--- config.mk ---
export PLATFORM = sky130hd
export DESIGN_NAME = pac_regs
export DESIGN_NICKNAME = d
export VERILOG_FILES = /design/src/pac_pkg.sv /design/src/pac_amp_sel.sv /design/src/pac_regs.sv
export VERILOG_INCLUDE_DIRS = /design/src /design/src/src
export SDC_FILE = /design/constraint.sdc
export NUM_CORES = 1
export LEC_CHECK = 0
export ABC_AREA = 1
export ABC_CLOCK_PERIOD_IN_PS = 4000
export BUFFER_PORTS_ARGS = -buffer_cell sky130_fd_sc_hd__buf_2
export CORE_UTILIZATION = 50
export DETAILED_ROUTE_END_ITERATION = 10
export PLACE_DENSITY_LB_ADDON = 0.3
export SLEW_MARGIN = 20
export SYNTH_ARGS = -nofsm -noshare
export SYNTH_HDL_FRONTEND = slang
export SYNTH_HIERARCHICAL = 1
export SYNTH_SLANG_ARGS = --single-unit
--- constraint.sdc ---
create_clock -name mclk -period 4 [get_ports mclk]
set_input_delay 0.4 -clock mclk [delete_from_list [all_inputs] [get_ports mclk]]
set_output_delay 0.4 -clock mclk [all_outputs]
set_load 0.02 [all_outputs]
--- src/pac_map.svh ---
// register offsets, field positions, reset values and amplitude scale for the config bank
`ifndef PAC_MAP_SVH
`define PAC_MAP_SVH

`define PAC_OFS_ROLE        8'h0e
`define PAC_OFS_PULL        8'h0f
`define PAC_OFS_AMP_ALT     8'h10
`define PAC_OFS_AMP_DEF     8'h11

`define PAC_RST_ROLE        8'h00
`define PAC_RST_PULL        8'h80
`define PAC_RST_AMP_ALT     8'hb0
`define PAC_RST_AMP_DEF     8'h70
`define PAC_RST_AMP_CODE    4'h7
`define PAC_RST_AMP_MV      10'h320

`define PAC_BIT_ROLE        7
`define PAC_BIT_SDATA_PU    3
`define PAC_BIT_SCLK_PU     1
`define PAC_AMP_MSB         7
`define PAC_AMP_LSB         4

`define PAC_AMP_BASE_MV     10'h271
`define PAC_AMP_STEP_MV     10'h019

`define PAC_UNMAPPED_DATA   8'h00

`endif

--- src/pac_pkg.sv ---
// types shared by the pull-up and amplitude configuration bank
package pac_pkg;

    typedef enum logic [0:0] {
        PAC_ROLE_SLEW = 1'b0,
        PAC_ROLE_AMP  = 1'b1
    } pac_role_t;

    typedef logic [3:0] pac_amp_code_t;
    typedef logic [9:0] pac_amp_mv_t;
    typedef logic [7:0] pac_byte_t;

    typedef struct packed {
        pac_byte_t     pull_reg;
        pac_byte_t     alt_reg;
        pac_byte_t     def_reg;
        pac_byte_t     role_reg;
        logic [2:0]    mf_sync;
        logic          mf_level;
        pac_byte_t     rdata;
        logic          rvalid;
        logic          pu_sdata;
        logic          pu_sclk;
        pac_role_t     role;
        logic          alt_active;
        pac_amp_code_t amp_code;
        pac_amp_mv_t   amp_mv;
    } pac_state_t;

endpackage

--- src/pac_amp_sel.sv ---
// picks the active amplitude code from the pin role and level and converts it to millivolts
`timescale 1ns/100ps
`include "pac_map.svh"

module pac_amp_sel
    import pac_pkg::*;
(
    input  pac_pkg::pac_role_t     role,
    input  logic                   pin_level,
    input  pac_pkg::pac_amp_code_t alt_code,
    input  pac_pkg::pac_amp_code_t def_code,
    output pac_pkg::pac_amp_code_t code,
    output pac_pkg::pac_amp_mv_t   swing_mv,
    output logic                   use_alt
);

    function automatic pac_amp_mv_t code_to_mv(input pac_amp_code_t c);
        code_to_mv = `PAC_AMP_BASE_MV + 10'(c) * `PAC_AMP_STEP_MV;
    endfunction

    always_comb begin
        // in slew role the pin level says nothing about amplitude
        use_alt  = (role == PAC_ROLE_AMP) && pin_level;
        code     = use_alt ? alt_code : def_code;
        swing_mv = code_to_mv(code);
    end

endmodule

--- src/pac_regs.sv ---
// pull-up and output amplitude configuration registers with multifunction pin handling
//
// Summary of operation
// - pull-up register bit 3 enables the data line pull-up and bit 1 the clock line pull-up, both reset to 0.
// - while a line's pull-up enable is set, the device holds that line weakly high whenever nothing else drives it.
// - alternate amplitude field bits 7:4, reset 0xb, sets the amplitude when the pin is in amplitude role and high.
// - in slew-rate role the alternate amplitude field is ignored and writing it does not change the outputs.
// - default amplitude bits 7:4, reset 0x7, set the swing in slew-rate role and in amplitude role with the pin low.
// - each 4-bit code maps linearly to the swing, 625 mV at code 0 plus 25 mV per step up to 1000 mV at code 15.
// - the role select bit at position 7, reset 0, makes the pin slew-rate select at 0 and amplitude select at 1.
`timescale 1ns/100ps
`include "pac_map.svh"

module pac_regs
    import pac_pkg::*;
(
    input  logic                   mclk,
    input  logic                   rst,
    input  logic                   ce,
    input  logic                   reg_wr,
    input  logic                   reg_rd,
    input  logic [7:0]             reg_addr,
    input  pac_pkg::pac_byte_t     reg_wdata,
    output pac_pkg::pac_byte_t     reg_rdata,
    output logic                   reg_rvalid,
    input  logic                   mf_pin,
    output logic                   sdata_pullup_en,
    output logic                   sclk_pullup_en,
    output pac_pkg::pac_role_t     mf_role,
    output logic                   amp_alt_active,
    output pac_pkg::pac_amp_code_t amp_code,
    output pac_pkg::pac_amp_mv_t   amp_mv
);

    pac_state_t    st_reg;
    pac_state_t    st_next;
    pac_amp_code_t sel_code;
    pac_amp_mv_t   sel_mv;
    logic          sel_alt;
    pac_role_t     role_now;
    logic [3:0]    wr_hit;
    pac_byte_t     role_after;
    pac_byte_t     pull_after;
    pac_byte_t     alt_after;
    pac_byte_t     def_after;
    logic          level_after;

    localparam pac_state_t ST_RESET = '{
        pull_reg:   `PAC_RST_PULL,
        alt_reg:    `PAC_RST_AMP_ALT,
        def_reg:    `PAC_RST_AMP_DEF,
        role_reg:   `PAC_RST_ROLE,
        mf_sync:    3'h0,
        mf_level:   1'b0,
        rdata:      8'h00,
        rvalid:     1'b0,
        pu_sdata:   1'b0,
        pu_sclk:    1'b0,
        role:       PAC_ROLE_SLEW,
        alt_active: 1'b0,
        amp_code:   `PAC_RST_AMP_CODE,
        amp_mv:     `PAC_RST_AMP_MV
    };

    // one decode serves both the read mux and the write strobes
    function automatic logic [3:0] addr_hit(input logic [7:0] a);
        addr_hit = {a == `PAC_OFS_AMP_DEF,
                    a == `PAC_OFS_AMP_ALT,
                    a == `PAC_OFS_PULL,
                    a == `PAC_OFS_ROLE};
    endfunction

    function automatic pac_byte_t read_mux(input logic [7:0] a, input pac_state_t s);
        logic [3:0] h;
        h = addr_hit(a);
        case (h)
            4'h1: read_mux = s.role_reg;
            4'h2: read_mux = s.pull_reg;
            4'h4: read_mux = s.alt_reg;
            4'h8: read_mux = s.def_reg;
            default: read_mux = `PAC_UNMAPPED_DATA;
        endcase
    endfunction

    // contents of a register after this edge: the written byte if it is addressed, else what it held
    function automatic pac_byte_t next_byte(input logic      wr,
                                            input logic      sel,
                                            input pac_byte_t wdata,
                                            input pac_byte_t held);
        next_byte = (wr && sel) ? wdata : held;
    endfunction

    // pin filter: a change is taken only once the second and third stages agree
    function automatic logic filt_level(input logic [2:0] sync, input logic held);
        filt_level = (sync[1] == sync[2]) ? sync[2] : held;
    endfunction

    // the write path is resolved outside the state copy, so selection sees the new fields
    // without a loop through the state struct; outputs change on the same edge that stores the write
    always_comb begin
        wr_hit      = addr_hit(reg_addr);
        role_after  = next_byte(reg_wr, wr_hit[0], reg_wdata, st_reg.role_reg);
        pull_after  = next_byte(reg_wr, wr_hit[1], reg_wdata, st_reg.pull_reg);
        alt_after   = next_byte(reg_wr, wr_hit[2], reg_wdata, st_reg.alt_reg);
        def_after   = next_byte(reg_wr, wr_hit[3], reg_wdata, st_reg.def_reg);
        level_after = filt_level(st_reg.mf_sync, st_reg.mf_level);
        role_now    = pac_role_t'(role_after[`PAC_BIT_ROLE]);
    end

    pac_amp_sel u_amp_sel (
        .role      (role_now),
        .pin_level (level_after),
        .alt_code  (alt_after[`PAC_AMP_MSB:`PAC_AMP_LSB]),
        .def_code  (def_after[`PAC_AMP_MSB:`PAC_AMP_LSB]),
        .code      (sel_code),
        .swing_mv  (sel_mv),
        .use_alt   (sel_alt)
    );

    always_comb begin
        st_next = st_reg;

        st_next.mf_sync  = {st_reg.mf_sync[1:0], mf_pin};
        st_next.mf_level = level_after;

        // reserved bits are kept as written so software reads back what it stored
        st_next.role_reg = role_after;
        st_next.pull_reg = pull_after;
        st_next.alt_reg  = alt_after;
        st_next.def_reg  = def_after;

        // a read in the same cycle as a write returns the old contents
        st_next.rvalid = reg_rd;
        if (reg_rd) begin
            st_next.rdata = read_mux(reg_addr, st_reg);
        end

        // the pull-up is only a weak keeper; the host controller keeps these clear on a live bus
        st_next.pu_sdata = pull_after[`PAC_BIT_SDATA_PU];
        st_next.pu_sclk  = pull_after[`PAC_BIT_SCLK_PU];

        st_next.role       = role_now;
        st_next.alt_active = sel_alt;
        st_next.amp_code   = sel_code;
        st_next.amp_mv     = sel_mv;
    end

    always_ff @(posedge mclk or posedge rst) begin
        if (rst) begin
            st_reg <= ST_RESET;
        end else if (ce) begin
            st_reg <= st_next;
        end
    end

    assign reg_rdata       = st_reg.rdata;
    assign reg_rvalid      = st_reg.rvalid;
    assign sdata_pullup_en = st_reg.pu_sdata;
    assign sclk_pullup_en  = st_reg.pu_sclk;
    assign mf_role         = st_reg.role;
    assign amp_alt_active  = st_reg.alt_active;
    assign amp_code        = st_reg.amp_code;
    assign amp_mv          = st_reg.amp_mv;

endmodule

; ---- After elaboration in Yosys (flattened, before gate mapping)
; Index checks and enable logic that the tools add are counted.
[totals]
ff_bits = 62
in_bits = 22
output_inout_bits = 27
elab_cells = 45
[classes]
n_addsub = 1
multipliers = 1
n_eq_ne = 9
muxes = 7
reduce_logical = 10
[op_table]
columns = operator, count
row1 = 8-bit case mux with 4 select lines, 1
row2 = 8-bit two-way mux, 3
row3 = "8-bit by 4-bit equality test with 1-bit output, second input constant", 2
row4 = "8-bit by 5-bit equality test with 1-bit output, second input constant", 2
row5 = "10-bit by 9-bit adder with 10-bit output, first input constant", 1
row6 = 2-bit AND reduction, 5
row7 = "4-bit by 5-bit multiplier with 9-bit output, second input constant", 1
row8 = 4-bit two-way mux, 2
row9 = 1-bit logical AND, 5
row10 = "4-bit by 1-bit equality test with 1-bit output, second input constant", 1
row11 = "4-bit by 2-bit equality test with 1-bit output, second input constant", 1
row12 = "4-bit by 3-bit equality test with 1-bit output, second input constant", 1
row13 = "4-bit equality test, second input constant", 1
row14 = 1-bit equality test, 1
row15 = 1-bit two-way mux, 1

; ---- Depth between registers and ports, before layout
[logic_depth]
depth_word = 7
mapped_depth = 24
depth_no_buf = 23

; ---- Cells and area by module
; Netlist, hierarchy kept.
[modules_own_cells]
columns = module, n_inst, cells_per_inst, area_per_inst_um2, seq_area_each_um2
row1 = pac_regs, 1, 328, 3076.7, 1517.7
row2 = pac_amp_sel, 1, 74, 436.7, 0.0

; ---- Worst setup path before layout
; No wires, ideal clock.
[synth_timing]
kind = in2reg
startpoint = input reg_addr[5]
endpoint = register st_reg, in the netlist amp_mv[7]
setup_ps = 125
arrival_time_ps = 3596
required_ps = 3875
slack_ps = 280
path_stages = 21
path_buffers = 1
path_cell_list = inv_2 > nand2_1 > nor2_8 > buf_6 > nand2_1 > o31ai_1 > nand2_2 > o21ai_0 > ha_1 > inv_1 > fa_1 > inv_1 > ha_1 > inv_1 > nor2_1 > and3_1 > o21ai_2 > nand2_1 > nand2_1 > nand2_1 > mux2_2
[synth_via]
elab_chain_len = 7
word_cells_on_any_way = 13
cone_classes = 1 x add/sub / 1 x mul / 3 x eq/ne / 4 x mux / 4 x reduce/logical
[synth_lines]
columns = item, line_no
row1 = "start, declared", pac_regs.sv:22  ; input logic [7:0] reg_addr,
row2 = 8-bit by 4-bit equality test with 1-bit output (no source line), n/a
row3 = 1-bit logical AND, pac_regs.sv:90  ; next_byte = (wr && sel) ? wdata : held;
row4 = 8-bit two-way mux, pac_regs.sv:90
row5 = net role_after[7], pac_regs.sv:42  ; pac_byte_t role_after;
row6 = 1-bit logical AND, pac_amp_sel.sv:23  ; use_alt = (role == PAC_ROLE_AMP) && pin_level;
row7 = 4-bit two-way mux, pac_amp_sel.sv:24  ; code = use_alt ? alt_code : def_code;
row8 = net sel_code[0], pac_regs.sv:37  ; pac_amp_code_t sel_code;
row9 = 4-bit by 5-bit multiplier with 9-bit output (no source line), n/a
row10 = 10-bit by 9-bit adder with 10-bit output (no source line), n/a
row11 = net sel_mv[7], pac_regs.sv:38  ; pac_amp_mv_t sel_mv;
row12 = "end signal, assigned", pac_regs.sv:152  ; st_reg <= st_next;
row13 = "end, declared", pac_regs.sv:35  ; pac_state_t st_reg;
; The timed path passes the listed nets, and every way through them passes these cells.
; A chain may end at the register's enable or synchronous reset.

; ---- Worst setup path after layout
[layout_timing]
startpoint = input reg_addr[2]
endpoint = register st_reg, in the netlist amp_mv[7]
[layout_via]
word_cells_on_any_way = 13
cone_classes = 1 x add/sub / 1 x mul / 3 x eq/ne / 4 x mux / 4 x reduce/logical
[layout_rtl]
columns = item, line_no
row1 = 8-bit by 5-bit equality test with 1-bit output (no source line), n/a
row2 = 1-bit logical AND, pac_regs.sv:90
row3 = 8-bit two-way mux, pac_regs.sv:90
row4 = net alt_after[4], pac_regs.sv:44  ; pac_byte_t alt_after;
row5 = 4-bit two-way mux, pac_amp_sel.sv:24
row6 = net sel_code[0], pac_regs.sv:37
row7 = 4-bit by 5-bit multiplier with 9-bit output (no source line), n/a
row8 = 10-bit by 9-bit adder with 10-bit output (no source line), n/a
row9 = net sel_mv[7], pac_regs.sv:38
; The timed path passes the listed nets, and every way through them passes these cells.

==> summary.txt <==
Power
  • Leakage: between 0.002 and 0.0025 uW
  • Pwr dens: 357 nW/um2
  • Worst IR Drop VDD: 0.185 mV

Clocking
  • Post-CTS setup buffer count: 0
  • Clk Latency, worst-skew pair: between 0.3 and 0.4 ns
  • Post-CTS Hold Buffers: 0
  • CTS buffer count: 9
  • H-tree depth: 3
  • Clock Path Buffers: 2
  • CTS tree: yes
  • Post-CTS sizing: 0
  • # clock sinks: 60
  • Clk root buf: clkbuf_8
  • Clock-pin slew of the registers on the worst-case setup and hold paths: 0.07 ns

Detailed routing
  • Detailed Routing Iterations Pass 1: 4
  • DRT iter0 DRCs: about 130
  • Vias per cell: 4.90
  • DR WL/cell: approximately 13 um
  • ANT nets after route: 0
  • Routed WL: between 6000 and 7000 um
  • Max layer used: met4
  • DR vias: roughly 2600
  • WL met3: slightly below 300 um
  • DR WL met2: 3120 um
  • DRC Markers: 0
  • Routed met1 length: 3270 um

Floorplanning
  • DIE HEIGHT: roughly 86 um
  • Die width: roughly 86 um
  • Starting density of the core: approximately half
  • # IOs: 49
  • Core Rows: 30
  • Core area: between 6000 and 7000 um2
  • Die Area: 7370 um2

Layout
  • Share of layout cells above drive strength 1: a little over 30%
  • Nets: 468
  • Layout area overhead: 11.4%
  • Max reg flops: 34
  • Antenna cell count: 0
  • Non-Filler Instances: between 500 and 600

Worst setup path
  • Setup crit start kind: input pin
  • CP most frequent cell: inv_1
  • Family with the most delay on the worst path: simple AND/OR/NAND/NOR gates
  • Crit path max-delay cell type: fa_1
  • Slowest Stage Delay on Critical Path: roughly 0.37 ns
  • CP Capture Type: register
  • Worst Setup Path Type: in2reg
  • Worst reg2reg setup slack: a little under 1 ns
  • CP arrival: approximately 3.5 ns
  • Worst EP required: between 4 and 5 ns
  • CP bufs+invs: 6
  • CP max FO: 9
  • CP cell instances: buf_2, inv_1, nand2_2, nor2_4, and2_4, nand2_2, o21ai_1, inv_1, o21ai_0, ha_1, inv_1, fa_1, inv_1, ha_1, inv_1, nor2_1, and3_1, o21ai_2, nand2_1, nand2_1, nand2_1, mux2_2

Timing
  • Least-Margin Pin Slew: 0.541 ns
  • Fin. max-slew vios: 0
  • Worst slew margin: a little under two thirds
  • Hold Vio Cnt, Final: 0
  • Hold_ws: between 0.05 and 0.06 ns
  • RSZ-0062 raised after global routing: no
  • Tmin final: approximately 3.3 ns
  • Final setup TNS: 0 ns
  • Final setup violation count: 0
  • Fin Clk Skew: between 0.006 and 0.007 ns
  • F_max: around 0.30 GHz
  • Fin crit share: between 80% and 90%

Placed design
  • Final GP Congestion: between 0.8 and 0.9
  • # port buffers: 48
  • Placed Cells: 524
  • Hpwl dp: a little over 5000 um

Synthesis
  • Yosys top cell by area: dfrtp_1
  • Cell variety after synth: 34
  • Mapped Nets: between 400 and 500
  • Post-synthesis instance area: between 3000 and 4000 um2
  • Post-synth top area share: between 30% and 40%
  • Mapped Cells: 402
  • Syn Area/Cell: between 8 and 9 um2
  • Flops & latches, synth: 60
  • Warnings from Yosys: 6
  • Synth area leaders: dfrtp_1 33%, nand2_1 11%, dfstp_2 9.7%, nand3_1 5.6%, mux2_2 5.1%
  • Sequential area share after synthesis: between 40% and 50%

GRT
  • Global-route wire length before repair: between 10000 and 15000 um
  • Gr usage total: between 20% and 30%
  • Antenna violations before repair: 0
  • Largest net degree at the start of global routing: 40
  • GRT overflow: 0
  • Vias in the first global route: between 2000 and 3000

Min path
  • Worst hold path type: in2async

Run
  • Max-cap violation count: 0

Run status
  • Outcome: complete, no violations
## logic make-up after synthesis
kind of cell | synth area share, %
and+or+nand+nor | 26.9
buffers and inverters | 11.6
DFF | 43.2
AOI/OAI and AO/OA | 9.54
muxes | 5.13
adders and majority gates | 2.71
xor gates and xnor gates | 0.997
## report_power, final
group          internal (uW)  switching (uW)
combinational           52.8            96.3
sequential               635            13.6
clock                    365             236
## metal layers
layer	vias up	global-route usage (%)
li1	1364	-
met3	13	4.33
met1	1215	28.5
met2	55	32.2
met5	-	0
met4	0	10.3
## synthesized netlist by cell type
| cell type | number |
|---|---|
| nand2_1 | 102 |
| dfrtp_1 | 47 |
| inv_1 | 40 |
| nand3_1 | 39 |
| o21ai_1 | 28 |
| buf_4 | 23 |
| mux2_2 | 16 |
| dfstp_2 | 13 |
| o21ai_0 | 13 |
| nand2_2 | 12 |
| o21a_1 | 12 |
| ha_1 | 6 |
| nor2_1 | 6 |
| nor2_4 | 5 |
| inv_2 | 4 |
| xor2_1 | 4 |
| a21oi_1 | 3 |
| buf_2 | 3 |
| buf_6 | 3 |
| nand2_4 | 3 |
| nand3_2 | 3 |
| nand3_4 | 3 |
| nor2_8 | 3 |
| and2_4 | 1 |
| and3_1 | 1 |
| buf_8 | 1 |
| clkinv_2 | 1 |
| fa_1 | 1 |
| nand3b_1 | 1 |
| nand4_1 | 1 |
| nor2_2 | 1 |
| o2111ai_1 | 1 |
| o21ai_2 | 1 |
| o31ai_1 | 1 |
## worst paths after layout
kind                                            end                      from  cells past startpoint
min reg2reg                reg_rdata[6]$_DFFE_PP0P_  reg_rdata[6]$_DFFE_PP0P_                      2
max reg2reg                   amp_mv[7]$_DFFE_PP0P_    st_reg[27]$_DFFE_PP0P_                     20
max                           amp_mv[7]$_DFFE_PP0P_               reg_addr[2]                     22
min                        reg_rdata[2]$_DFFE_PP0P_                       rst                      2
min in group mclk            st_reg[48]$_DFFE_PP0P_              reg_wdata[1]                      3
max in group asynchronous    st_reg[52]$_DFFE_PP1P_                       rst                      3
## layout make-up
cell class | count | area, um2
Clock buffer | 11 | 141
Clock inverter | 5 | 75.1
Fill cell | 611 | 2880
Inverter | 45 | 170
Multi-Input combinational cell | 267 | 1590
Sequential cell | 60 | 1520
Tap cell | 96 | 120
Timing Repair Buffer | 56 | 300
## metrics by stage
stage / cell area (um2) / setup WS, ns / power [uW] / utilization, %
global placement: 3700 / 0.482 / 806 / 54.4
detailed placement: 3700 / 0.333 / 811 / 54.4
finish: 3910 / 0.708 / 1400 / 57.6
CTS: 3910 / 0.689 / 1420 / 57.6
global route: 3910 / 0.356 / 1460 / 57.6
floorplan: 3510 / 0.280 / 771 / -
## cells in the final DEF (no fill, tap or decap), types with 8 or more instances in the layout
| cell | n |
|---|---|
| nand3_1 | 39 |
| buf_2 | 48 |
| clkbuf_8 | 10 |
| nand2_2 | 12 |
| o21ai_1 | 28 |
| dfstp_2 | 13 |
| buf_4 | 8 |
| o21ai_0 | 13 |
| nand2_1 | 102 |
| dfrtp_1 | 47 |
| inv_1 | 39 |
| o21a_1 | 12 |
| mux2_2 | 16 |
(Power assumes the default switching activity.)
